==> src/pkg/asc_pkg.sv <==
// Package with register map, field positions and types of the sequencer.
`default_nettype none
package asc_pkg;
	localparam logic [7:0] ADDR_CTL5 = 8'h00;
	localparam logic [7:0] ADDR_STATUS = 8'h04;
	localparam logic [7:0] ADDR_TEST = 8'h08;
	localparam logic [7:0] ADDR_CTL = 8'h0c;
	localparam logic [7:0] ADDR_IRQ_STAT = 8'h10;
	localparam logic [7:0] ADDR_IRQ_MASK = 8'h14;
	localparam logic [7:0] ADDR_RESULT0 = 8'h20;
	localparam int CTL5_CHAN_LSB = 0;
	localparam int CTL5_MULTICHANNEL_ENABLE = 4;
	localparam int CTL5_SCAN = 5;
	localparam int CTL5_S8 = 6;
	localparam int CTL_FAST_CLEAR = 0;
	localparam int STAT_PTR_LSB = 8;
	localparam int STAT_SEQ_DONE = 15;
	localparam int IRQ_SEQ_DONE = 0;
	localparam int IRQ_RESULT = 1;
	localparam logic [6:0] CTL5_RESET = 7'h00;
	localparam logic [15:0] TEST_RESET = 16'h0000;
	localparam logic [1:0] IRQ_RESET = 2'h0;
	localparam logic [9:0] RESULT_RESET = 10'h000;
	localparam logic [4:0] SRC_RESERVED = 5'h10;
	localparam logic [4:0] SRC_VRH = 5'h11;
	localparam logic [4:0] SRC_VRL = 5'h12;
	localparam logic [4:0] SRC_MID = 5'h13;
	localparam logic [4:0] SRC_TEST = 5'h14;
	typedef enum logic [1:0] {
		ASC_IDLE,
		ASC_START,
		ASC_CONVERT
	} asc_state_t;
endpackage : asc_pkg
`default_nettype wire

==> src/hw/asc_seq.sv <==
// Conversion sequencer with status flags and APB register access.
//
// Added by the designer: the APB register port and the placing of the registers.
`default_nettype none
module asc_seq
	import asc_pkg::*;
(
	input wire logic pclk,
	input wire logic presetn,
	input wire logic psel,
	input wire logic penable,
	input wire logic pwrite,
	input wire logic [7:0] paddr,
	input wire logic [31:0] pwdata,
	output logic [31:0] prdata,
	output logic pready,
	output logic pslverr,
	input wire logic special_mode,
	input wire logic conv_done,
	input wire logic [9:0] conv_data,
	output logic conv_start,
	output logic [4:0] conv_source,
	output logic irq
);
	asc_state_t state_r;
	logic [6:0] ctl5_r;
	logic fast_clear_r;
	logic [15:0] test_r;
	logic [2:0] conversion_pointer_r;
	logic sequence_done_flag_r;
	logic first_seq_r;
	logic [7:0] result_done_flags_r;
	logic [7:0] status_seen_r;
	logic [1:0] irq_stat_r;
	logic [1:0] irq_mask_r;
	logic rd_pend_r;
	logic [7:0] rd_addr_r;
	logic special_q1_r;
	logic special_r;
	logic [2:0] slot;
	logic [2:0] last_slot;
	logic [9:0] mem_rd;
	logic [4:0] source;
	logic setup;
	logic wr;
	logic rd;
	logic start_wr;
	logic conv_end;
	logic seq_end;
	logic res_rd;
	logic [7:0] res_rd_mask;
	logic [7:0] slot_mask;

	function automatic logic is_result(input logic [7:0] a);
		return a[7:5] == ADDR_RESULT0[7:5] && a[1:0] == 2'h0;
	endfunction : is_result

	// Special mode arrives from a pin, so it is synchronised first.
	always_ff @(posedge pclk or negedge presetn)
	begin
		if (!presetn)
		begin
			special_q1_r <= 1'b0;
			special_r <= 1'b0;
		end
		else
		begin
			special_q1_r <= special_mode;
			special_r <= special_q1_r;
		end
	end

	// Reads take one wait state so result data can come from memory.
	assign setup = psel && !penable;
	assign wr = psel && penable && pready && pwrite;
	assign rd = psel && penable && pready && !pwrite;
	assign start_wr = wr && paddr == ADDR_CTL5;
	assign res_rd = rd && is_result(paddr);
	assign slot = paddr[4:2];
	assign res_rd_mask = res_rd ? 8'h01 << slot : 8'h00;
	assign last_slot = ctl5_r[CTL5_S8] ? 3'h7 : 3'h3;
	assign conv_end = state_r == ASC_CONVERT && conv_done;
	assign seq_end = conv_end && conversion_pointer_r == last_slot;
	assign slot_mask = conv_end ? 8'h01 << conversion_pointer_r : 8'h00;

	asc_chan_map u_map (
		.chan_sel(ctl5_r[3:0]),
		.multichannel_enable(ctl5_r[CTL5_MULTICHANNEL_ENABLE]),
		.eight_channel_select(ctl5_r[CTL5_S8]),
		.conv_idx(conversion_pointer_r),
		.source(source)
	);

	asc_result_mem u_mem (
		.pclk(pclk),
		.presetn(presetn),
		.wr_en(conv_end),
		.wr_slot(conversion_pointer_r),
		.wr_data(conv_data),
		.rd_slot(slot),
		.rd_data(mem_rd)
	);

	always_ff @(posedge pclk or negedge presetn)
	begin
		if (!presetn)
		begin
			ctl5_r <= CTL5_RESET;
			fast_clear_r <= 1'b0;
			irq_mask_r <= IRQ_RESET;
		end
		else if (wr)
		begin
			if (paddr == ADDR_CTL5)
				ctl5_r <= pwdata[6:0];
			if (paddr == ADDR_CTL)
				fast_clear_r <= pwdata[CTL_FAST_CLEAR];
			if (paddr == ADDR_IRQ_MASK)
				irq_mask_r <= pwdata[1:0];
		end
	end

	always_ff @(posedge pclk or negedge presetn)
	begin
		if (!presetn)
			test_r <= TEST_RESET;
		else if (wr && paddr == ADDR_TEST && special_r)
			test_r <= pwdata[15:0];
	end

	// Sequencer state and pointer.
	always_ff @(posedge pclk or negedge presetn)
	begin
		if (!presetn)
		begin
			state_r <= ASC_IDLE;
			conversion_pointer_r <= 3'h0;
			first_seq_r <= 1'b0;
			conv_start <= 1'b0;
			conv_source <= 5'h00;
		end
		else
		begin
			conv_start <= 1'b0;
			if (start_wr)
			begin
				state_r <= ASC_START;
				conversion_pointer_r <= 3'h0;
				first_seq_r <= 1'b1;
			end
			else
			begin
				case (state_r)
					ASC_START:
					begin
						conv_start <= 1'b1;
						conv_source <= source;
						state_r <= ASC_CONVERT;
					end
					ASC_CONVERT:
					begin
						if (conv_done)
						begin
							conversion_pointer_r <= conversion_pointer_r + 3'h1;
							if (seq_end)
							begin
								conversion_pointer_r <= 3'h0;
								first_seq_r <= 1'b0;
								state_r <= ctl5_r[CTL5_SCAN] ? ASC_START : ASC_IDLE;
							end
							else
								state_r <= ASC_START;
						end
					end
					ASC_IDLE:
						state_r <= ASC_IDLE;
					default:
						state_r <= ASC_IDLE;
				endcase
			end
		end
	end

	// Sequence flag: a CTL5 write clears it and wins over set; set wins over the other clears.
	always_ff @(posedge pclk or negedge presetn)
	begin
		if (!presetn)
			sequence_done_flag_r <= 1'b0;
		else if (seq_end && first_seq_r && !start_wr)
			sequence_done_flag_r <= 1'b1;
		else if (start_wr)
			sequence_done_flag_r <= 1'b0;
		else if (wr && paddr == ADDR_STATUS && special_r)
			sequence_done_flag_r <= pwdata[STAT_SEQ_DONE];
		else if (fast_clear_r && res_rd)
			sequence_done_flag_r <= 1'b0;
	end

	// Result flags; a status read arms the normal clear per slot.
	always_ff @(posedge pclk or negedge presetn)
	begin
		if (!presetn)
		begin
			result_done_flags_r <= 8'h00;
			status_seen_r <= 8'h00;
		end
		else if (start_wr)
		begin
			result_done_flags_r <= 8'h00;
			status_seen_r <= 8'h00;
		end
		else
		begin
			if (wr && paddr == ADDR_STATUS && special_r)
				result_done_flags_r <= pwdata[7:0] | slot_mask;
			else if (fast_clear_r)
				result_done_flags_r <= (result_done_flags_r & ~res_rd_mask)
					| slot_mask;
			else
				result_done_flags_r <= (result_done_flags_r
					& ~(res_rd_mask & status_seen_r)) | slot_mask;
			if (rd && paddr == ADDR_STATUS)
				status_seen_r <= result_done_flags_r & ~slot_mask;
			else
				status_seen_r <= status_seen_r & ~res_rd_mask & ~slot_mask;
		end
	end

	always_ff @(posedge pclk or negedge presetn)
	begin
		if (!presetn)
			irq_stat_r <= IRQ_RESET;
		else
		begin
			irq_stat_r[IRQ_SEQ_DONE] <= (seq_end && first_seq_r)
				|| (irq_stat_r[IRQ_SEQ_DONE]
				&& !(wr && paddr == ADDR_IRQ_STAT && pwdata[IRQ_SEQ_DONE]));
			irq_stat_r[IRQ_RESULT] <= conv_end
				|| (irq_stat_r[IRQ_RESULT]
				&& !(wr && paddr == ADDR_IRQ_STAT && pwdata[IRQ_RESULT]));
		end
	end

	always_ff @(posedge pclk or negedge presetn)
	begin
		if (!presetn)
			irq <= 1'b0;
		else
			irq <= |(irq_stat_r & irq_mask_r);
	end

	// APB answer: writes complete in the access cycle, reads one later.
	always_ff @(posedge pclk or negedge presetn)
	begin
		if (!presetn)
		begin
			rd_pend_r <= 1'b0;
			rd_addr_r <= 8'h00;
		end
		else
		begin
			rd_pend_r <= setup && !pwrite;
			rd_addr_r <= paddr;
		end
	end

	always_ff @(posedge pclk or negedge presetn)
	begin
		if (!presetn)
		begin
			pready <= 1'b0;
			pslverr <= 1'b0;
			prdata <= 32'h0000_0000;
		end
		else
		begin
			pready <= (setup && pwrite) || rd_pend_r;
			pslverr <= 1'b0;
			prdata <= 32'h0000_0000;
			if (rd_pend_r)
			begin
				case (rd_addr_r)
					ADDR_CTL5: prdata <= {25'h0, ctl5_r};
					ADDR_CTL: prdata <= {31'h0, fast_clear_r};
					ADDR_STATUS: prdata <= {16'h0, sequence_done_flag_r,
						4'h0, conversion_pointer_r, result_done_flags_r};
					ADDR_TEST: prdata <= special_r ? {16'h0, test_r} : 32'h0;
					ADDR_IRQ_STAT: prdata <= {30'h0, irq_stat_r};
					ADDR_IRQ_MASK: prdata <= {30'h0, irq_mask_r};
					default:
					begin
						if (is_result(rd_addr_r))
							prdata <= {22'h0, mem_rd};
						else
							pslverr <= 1'b1;
					end
				endcase
			end
			else if (setup && pwrite && !(paddr == ADDR_CTL5
				|| paddr == ADDR_CTL || paddr == ADDR_STATUS
				|| paddr == ADDR_TEST || paddr == ADDR_IRQ_STAT
				|| paddr == ADDR_IRQ_MASK))
				pslverr <= 1'b1;
		end
	end
endmodule : asc_seq
`default_nettype wire

==> src/hw/asc_result_mem.sv <==
// Eight-slot result memory with registered read data.
`default_nettype none
module asc_result_mem
	import asc_pkg::*;
(
	input wire logic pclk,
	input wire logic presetn,
	input wire logic wr_en,
	input wire logic [2:0] wr_slot,
	input wire logic [9:0] wr_data,
	input wire logic [2:0] rd_slot,
	output logic [9:0] rd_data
);
	logic [9:0] mem [8];

	always_ff @(posedge pclk or negedge presetn)
	begin
		if (!presetn)
		begin
			for (int i = 0; i < 8; i++)
				mem[i] <= RESULT_RESET;
		end
		else if (wr_en)
			mem[wr_slot] <= wr_data;
	end

	always_ff @(posedge pclk or negedge presetn)
	begin
		if (!presetn)
			rd_data <= RESULT_RESET;
		else
			rd_data <= mem[rd_slot];
	end
endmodule : asc_result_mem
`default_nettype wire

==> src/hw/asc_chan_map.sv <==
// Maps select code, options and conversion index onto an input source.
`default_nettype none
module asc_chan_map
	import asc_pkg::*;
(
	input wire logic [3:0] chan_sel,
	input wire logic multichannel_enable,
	input wire logic eight_channel_select,
	input wire logic [2:0] conv_idx,
	output logic [4:0] source
);
	logic [3:0] code;

	always_comb
	begin
		code = chan_sel;
		if (multichannel_enable)
		begin
			if (eight_channel_select)
				code = {chan_sel[3], conv_idx};
			else
				code = {chan_sel[3:2], conv_idx[1:0]};
		end
		// Single channel keeps the full code for every conversion.
		if (!code[3])
			source = {2'h0, code[2:0]};
		else
		begin
			case (code[2:0])
				3'h4: source = SRC_VRH;
				3'h5: source = SRC_VRL;
				3'h6: source = SRC_MID;
				3'h7: source = SRC_TEST;
				default: source = SRC_RESERVED;
			endcase
		end
	end
endmodule : asc_chan_map
`default_nettype wire

==> config.mk <==
export PLATFORM = sky130hd
export DESIGN_NAME = asc_seq
export DESIGN_NICKNAME = d
export VERILOG_FILES = /design/src/pkg/asc_pkg.sv /design/src/hw/asc_seq.sv /design/src/hw/asc_result_mem.sv /design/src/hw/asc_chan_map.sv
export SDC_FILE = /design/constraint.sdc
export NUM_CORES = 1
export LEC_CHECK = 0
export BUFFER_PORTS_ARGS = -buffer_cell sky130_fd_sc_hd__buf_2
export CAP_MARGIN = 15
export CORE_MARGIN = 10
export CORE_UTILIZATION = 30
export DETAILED_ROUTE_END_ITERATION = 6
export PLACE_DENSITY_LB_ADDON = 0.08
export SETUP_SLACK_MARGIN = 0.05
export SYNTH_ARGS = -nofsm -noshare
export SYNTH_HDL_FRONTEND = slang
export SYNTH_SLANG_ARGS = --single-unit
==> constraint.sdc <==
create_clock -name pclk -period 3.04 [get_ports pclk]
set_clock_uncertainty 0.15 [all_clocks]
set_input_delay 0.608 -clock pclk [delete_from_list [all_inputs] [get_ports pclk]]
set_output_delay 0.608 -clock pclk [all_outputs]
set_load 0.01 [all_outputs]
### Word level (Yosys, flattened, before mapping)

Cells that the tools add are included.

* add/subtract/negate cells: 1
* order comparisons: 3
* equality and inequality tests: 20
* shifts and indexed selects: 2
* multiplexer cells: 45
* bitwise logic cells: 16
* reduce and logical (&&, ||, !) cells: 58

Operators with widths (count)
* $pmux W16 S6: 1
* $bwmux W80: 1
* $mux W8: 7
* $and A8 B8 Y8: 6
* $mux W10: 4
* $eq A8 B4 Y1 const B: 4
* $eq A8 B5 Y1 const B: 4
* $mux W32: 1
* $bmux W10 S3: 1
* $demux W10 S3: 1
* $logic_and A1 B1 Y1: 28
* $not A8 Y8: 3
* $or A8 B8 Y8: 3
* $mux W3: 7
* $eq A8 B3 Y1 const B: 2
* $logic_not A8 Y1: 2
* $mux W1: 16
* $mux W16: 1
* $shl A1 B3 Y8 const A: 2
* $eq A3 B3 Y1 const B: 4
* $pmux W3 S4: 1
* $reduce_and A2 Y1: 5
* $ge A4 B4 Y1 const B: 2
* $logic_or A1 B1 Y1: 8
* 20 further kinds: 31

* flip-flop bits (word level): 193
* output and inout port bits: 41
* word-level logic and storage cells: 175

### Logic depth before layout (Yosys ltp)

Gate-level depths: netlist (run 1).

* depth in word-level cells: 12
* gate-level depth with buffers: 6
* depth with buffers taken out: 5

### Hierarchy

A second synthesis (run 1) with hierarchy kept.

* cell total of the unflattened synthesis: 594
* area total of the unflattened synthesis: 8175.3 sq um

Modules (own cells, without submodules)
* asc_seq: times used 1, cells each 358, area each 4113.9 sq um, seq. area each 2177.1 sq um
* asc_result_mem: times used 1, cells each 220, area each 3945.0 sq um, seq. area each 2252.2 sq um
* asc_chan_map: times used 1, cells each 16, area each 116.4 sq um, seq. area each 0.0 sq um

### Least setup slack after synthesis (run 1)

No wires, ideal clock.

* path type: input port to flip-flop
* start: in paddr[2]
* end: reg u_mem.rd_data[9]
* library setup time: 125 ps
* arrival time: 1931 ps
* required time: 2765 ps
* path slack: 834 ps
* stages: 4
* buffers on the path: 2
* cell sequence: buf_2 > buf_2 > mux4_2 > mux2_2

* longest elaborated chain between the ends: 4

RTL lines
* from (decl): line asc_seq.sv:13 `input wire logic [7:0] paddr,`
* $not A3 Y4 (implied by the code): line asc_result_mem.sv:32 `rd_data <= mem[rd_slot];`
* $bmux W10 S3: line asc_result_mem.sv:32
* $mux W10 (implied by the code) (2 in series): line asc_result_mem.sv:32
* to (signal assigned): line asc_result_mem.sv:32
* to (decl): line asc_result_mem.sv:12 `output logic [9:0] rd_data`

Every way passes these cells. The select of a mux whose other input is x is not followed.
A chain may end at the register's enable or synchronous reset.

### Worst setup path in the final report (run 1)

* start: reg rd_addr_r[4]
* end: reg prdata[0]

* longest elaborated chain between the ends: 3
* elaborated cells on any way between the ends: 8

RTL lines
* from (decl): line asc_seq.sv:37 `logic [7:0] rd_addr_r;`
* from (signal assigned): line asc_seq.sv:263 `rd_addr_r <= paddr;`
* $eq A8 B5 Y1 (tied with other cells): line asc_seq.sv:282 `case (rd_addr_r)`
* $pmux W16 S6 *: line asc_seq.sv:282
* $mux W32 *: line asc_seq.sv:280 `if (rd_pend_r)`
* to (signal assigned): line asc_seq.sv:283 `ADDR_CTL5: prdata <= {25'h0, ctl5_r};`
* to (signal assigned): line asc_seq.sv:284 `ADDR_CTL: prdata <= {31'h0, fast_clear_r};`
* to (signal assigned): line asc_seq.sv:285 `ADDR_STATUS: prdata <= {16'h0, sequence_done_flag_r,`
* to (decl): line asc_seq.sv:15 `output logic [31:0] prdata,`

Every way passes the cells marked *; elsewhere a longest branch is shown, timed or not.

==> metrics, run 1 <==
status=complete, no violations; DRC=0; max frequency=463.8 MHz; core area=27710 µm²; startpoint types=flip-flop; CTS root buf=clkbuf_16; Die ar.=35100 µm²; Post-Route Setup TNS=0 ns; Worst-Margin Slew=0.8361 ns; vias in the first global route=5800; Pins Over Slew Limit=0; GRT Total Usage=13.52%; CP Max Fanout=16; Initial Util=30.33%; Fill cells=2728; final wirelength=23370 µm; max cap viols=0; hold-fix buffers at CTS=0; EDFF count, synth=0; via count=5376; DRT Pass-1 Iters=5; Horiz. Die Dim=187.4 µm; share of layout cells above drive strength 1=30.81%; CTS tree=built; Worst EP arrival=2.30 ns; Cells after DPL=1060; sequential area share after synthesis=52.41%; Hold WS=0.02950 ns; nets=764; Syn-to-layout area delta=16.54%; final hold viol count=0; port bufs=64; fin crit period=2.156 ns; Tcrit/Tclk final=70.93%; Yosys warning count=0; Post-synth top flop=dfrtp_1; Antenna Nets Post-Route=0; non-filler instance count after layout=1093; Skew-Pair Late Insertion Delay=0.43 ns; initial antenna violation count=1; Routed wire per std cell=21.38 µm; CP Data Required Time=3.19 ns; routed vias/inst=4.919; hpwl dp=16170 µm; Yosys reg bits=176; worst hold path class=in2async; post_cts resized=0; most frequent cells in the layout=176 x dfrtp_1, 63 x buf_2, 59 x mux2_1; Syn Area/Cell=13.38 µm²; peak supply drop=0.3661 mV; Slew headroom=44.26%; Clock Path Buffers=2; Worst-path clk slew=0.07 ns; dpl ws=0.5070 ns; first-pass GRT wire length=36580 µm; ys async rst share=100.0%; commonest non-fill, non-tap cell in the layout=dfrtp_1; Critical Path Start=rd_addr_r[4]$_DFF_PN0_; Core Util, Final=35.35%; post-CTS setup buffers=0; worst flop-to-flop path startpoint=rd_addr_r[4]$_DFF_PN0_; endpoints failing setup=0; I/O pins=98; unrepaired setup endpoints after global routing=no; Post-Synthesis Cells=628; Die H=187.4 µm; Lkg Pwr=0.004705 µW; GPL Wtd Cong=0.7910; remaining global-route overflow=0; setup ws final=0.8838 ns; Detailed Route Iter0 Violations=260; Post-Syn Area=8403 µm²; largest net degree at the start of global routing=64; Setup Crit Path Kind=reg2reg; CTS buffer count=17; Pwr Density=680.7 nW/µm²; H-tree Lvls=4; Sink Count=176; Distinct cells, synth=71; cell row count=61; Crit. End Element=flip-flop
## cells in the mapped netlist, drive strengths merged (4+ instances only)
cell	n	area, µm²
dfrtp	176	4404
mux2	117	1468
nand2	57	224.0
buf	37	245.2
a21oi	25	125.1
mux4	21	473.0
nor2	20	85.08
o21ai	17	85.08
a221oi	10	93.84
clkbuf	10	37.54
nand3	10	70.07
nand4	9	56.30
o211ai	9	67.56
a21o	8	60.06
inv	8	32.53
a22oi	7	52.55
and3	7	43.79
ha	6	75.07
mux2i	6	60.06
nor3	6	68.82
nand2b	5	31.28
nor4	5	91.34
a31oi	4	25.02
nor3b	4	30.03
## state kept, by name, indices dropped and copies added (netlist names), 2 cells and up
register	count
conversion_pointer_r	3
ctl5_r	7
conv_source	4
u_mem.mem	80
prdata	16
irq_stat_r	2
test_r	16
rd_addr_r	8
state_r	2
result_done_flags_r	8
status_seen_r	8
irq_mask_r	2
u_mem.rd_data	10
## worst max-delay path, cell delays in order, from the launching register on
cell,delay [ns]
dfrtp_1,0.89
nor2_1,0.31
a22o_1,0.26
a221oi_1,0.30
a211oi_1,0.11
## stage by stage
step / power [µW] / instance area, µm²
2_1_floorplan: 4008 / 8463
3_3_place_gp: 4359 / 9175
3_5_place_dp: 4415 / 9175
4_1_cts: 6759 / 9791
5_1_grt: 7008 / 9791
6_report: 6667 / 9793
## layer usage
layer,global-route usage (%),part of all wire (%),vias up
met3,2.927,3.6,16
met2,22.62,50,122
met1,17.36,46,2795
li1,-,-,2443
met4,3.350,1.0,0
met5,0,0,-
## logic make-up (layout without fill, tap and decap cells)
group | after synthesis | after routing | share of synthesized area (%)
mux | 144 | 144 | 23.81
simple gates | 144 | 144 | 10.80
fa+ha+maj | 6 | 6 | 0.8934
flops | 176 | 176 | 52.41
compound gates | 102 | 102 | 8.294
other cells | 1 | 18 | 0.04463
buf+inv | 55 | 125 | 3.752
## power breakdown
group	internal (µW)	total, µW	switching (µW)	leakage, µW
sequential	2830	3160	334	0.00236
clock	1260	2310	1050	0.000299
combinational	661	1200	536	0.00205
total	4750	6670	1920	0.00470
## cell type report
type | count | area (µm²) | area share (%)
flip-flops and latches | 176 | 4404 | 44.97
multi-input cells | 413 | 3744 | 38.23
repair buffers | 85 | 521.8 | 5.328
well taps | 378 | 473.0 | 4.829
clock buffers | 17 | 425.4 | 4.344
clock inverters | 15 | 190.2 | 1.942
inverters | 8 | 32.53 | 0.3322
diodes | 1 | 2.502 | 0.02555
## worst paths after layout
check,depth (start not counted),end,slack [ns]
hold / removal,1,irq_mask_r[1]$_DFFE_PN0P_,0.03
hold reg to reg,0,special_r$_DFF_PN0_,0.22
setup / recovery,4,prdata[0]$_DFF_PN0_,0.88
setup reg to reg,4,prdata[0]$_DFF_PN0_,0.88
max in group asynchronous,2,test_r[8]$_DFFE_PN0P_,1.99
min in group pclk,1,special_q1_r$_DFF_PN0_,0.14
No activity file was read; power rests on OpenSTA's default activity.
==> run 2, diff against run 1 <==
==> constraint.sdc (replaced) <==
create_clock -name pclk -period 2.14 [get_ports pclk]
set_clock_uncertainty 0.15 [all_clocks]
set_input_delay 0.428 -clock pclk [delete_from_list [all_inputs] [get_ports pclk]]
set_output_delay 0.428 -clock pclk [all_outputs]
set_load 0.01 [all_outputs]
==> run 2 against run 1 <==
Compared with the run above:
- combinational power is 50% higher
- critical path depth is 3 higher
- count of clock-buffer cells in the layout stayed put
- critical endpoint is now result_done_flags_r[6]$_DFF_PN0_
- utilization is 1.5 points higher
- power is 43% higher
- highest routed layer unchanged
==> metrics, run 2 (same netlist as run 1, synthesis figures left out) <==
Crit. End Element=flip-flop; peak supply drop=0.5202 mV; Final Instance Area=10200 µm²; CTS root buf=clkbuf_16; Horiz. Die Dim=187.4 µm; commonest non-fill, non-tap cell in the layout=dfrtp_1; max cap viols=0; most frequent cells in the layout=175 x dfrtp_1, 62 x buf_2, 57 x mux2_1; initial antenna violation count=1; Cell Int Power=6622 µW; Switching Fraction=30.35%; Routed wire per std cell=21.47 µm; Sink Count=176; nets=794; I/O pins=98; startpoint types=primary input; final wirelength=24110 µm; Slew headroom=53.87%; DRC=0; CP Data Required Time=2.29 ns; share of layout cells above drive strength 1=33.74%; Tcrit/Tclk final=96.00%; Worst-Margin Slew=0.6905 ns; DRT Pass-1 Iters=5; Initial Util=30.33%; Pwr Density=932.1 nW/µm²; CTS tree=built; GRT Total Usage=13.87%; worst hold path class=in2reg; Critical Path Max Stage Delay=0.53 ns; Worst-path clk slew=0.07 ns; Detailed Route Iter0 Violations=306; final hold viol count=0; max frequency=486.7 MHz; Fill cells=2659; Regs by FF count=u_mem.mem: 80 flops, prdata: 16 flops, test_r: 16 flops; vias in the first global route=6074; CTS buffer count=17; Comb power frac=18.9%; core area=27710 µm²; Flop pwr share=47.2%; Post-Route Setup TNS=0 ns; routed vias/inst=4.931; Antenna Nets Post-Route=0; Pins Over Slew Limit=0; Syn-to-layout area delta=21.38%; cell row count=61; Setup Crit Path Kind=in2reg; WL met1=10620 µm; switching power=2885 µW; status=complete, no violations; first-pass GRT wire length=37680 µm; unrepaired setup endpoints after global routing=yes; Die H=187.4 µm; max reg flops=80; Placed Instance Area=9455 µm²; non-filler instance count after layout=1123; remaining global-route overflow=0; endpoints failing setup=0; WL met2=11890 µm; Die ar.=35100 µm²; Lkg Pwr=0.004890 µW; Cells after DPL=1084; hpwl dp=16830 µm; fin crit period=2.054 ns; Worst EP arrival=2.21 ns; met3 WL post-DR=1005 µm; port bufs=64; critical path's slowest cell=dlygate4sd3_1; Skew-Pair Late Insertion Delay=0.44 ns; via count=5537; clock share of power=33.9%; Top Layer Used=met4; H-tree Lvls=4; largest net degree at the start of global routing=50; Clock Path Buffers=2; critical-path cell list=dlygate4sd3_1 > buf_2 > nor4_4 > buf_4 > nand3_2 > o311ai_1 > a31oi_1; GPL Wtd Cong=0.8279; Biggest register=u_mem.mem; CP Max Fanout=9; Core Util, Final=36.82%
run 2: changes by cell type in the layout (fill, tap and decap cells not counted), sizes merged:
cell / change
buf: +25
bufinv: -2
clkbuf: +1
clkinv: +4
clkinvlp: -1
dlygate4sd3: +4
inv: -1
run 2: timing repair:
action	4_1_cts	5_1_grt
gates resized for setup	1	8
pin swaps	0	2
endpoints found under the setup margin	1	22
hold endpoints to repair	40	0
gates cloned	0	1
setup buffers	0	1
hold buffers	4	0
run 2: layer usage:
metal / GRT usage [%] / up-vias
met1: 17.39 / 2869
met4: 5.056 / 0
met3: 2.983 / 33
met2: 22.99 / 134
met5: 0 / -
li1: - / 2501
run 2: critical path, delay by kind of cell:
family	cells	cell delay (ns)
AO/OA/AOI/OAI	2	0.45
buffers and inverters	3	0.91
AND/OR/NAND/NOR	2	0.42
run 2: per-stage QoR:
stage	total power, µW	hold slack [ns]	setup slack (ns)
detailed placement	6340	0.1957	0.02614
finish	9507	0.03015	0.08553
CTS	9657	0.003314	0.07690
global route	10040	0.01791	0.02340
global placement	6246	0.1923	0.04207
floorplan	5693	-0.01759	0.1142
run 2: power by group through the flow:
| stage | clock (µW) | combinational, µW | sequential, µW |
|---|---|---|---|
| 6_report | 3220 | 1800 | 4490 |
| 5_1_grt | 3490 | 1970 | 4580 |
| 4_1_cts | 3360 | 1810 | 4490 |
| 3_5_place_dp | 0 | 1800 | 4540 |
| 3_3_place_gp | 0 | 1750 | 4490 |
| 2_1_floorplan | 0 | 1360 | 4330 |
run 2: path summary, 6_finish.rpt:
kind                                        start                               end  slack, ns  cells past startpoint
max                                      paddr[0]  result_done_flags_r[6]$_DFF_PN0_       0.09                      7
min                                      paddr[5]            rd_addr_r[5]$_DFF_PN0_       0.03                      1
max reg2reg                rd_addr_r[1]$_DFF_PN0_               prdata[9]$_DFF_PN0_       0.20                      4
min reg2reg                special_q1_r$_DFF_PN0_               special_r$_DFF_PN0_       0.20                      0
max in group asynchronous                 presetn            rd_addr_r[2]$_DFF_PN0_       0.83                      3
min in group asynchronous                 presetn                     irq$_DFF_PN0_       0.33                      2
run 2: final cells by class:
type	instances	area, µm²	area share, %
Timing Repair Buffer	115	880.8	8.636
Inverter	8	32.53	0.3189
Clock buffer	17	425.4	4.171
Tap cell	378	473.0	4.637
Clock inverter	15	201.4	1.975
Antenna cell	1	2.502	0.02453
Sequential cell	176	4405	43.19
Multi-Input combinational cell	413	3779	37.05
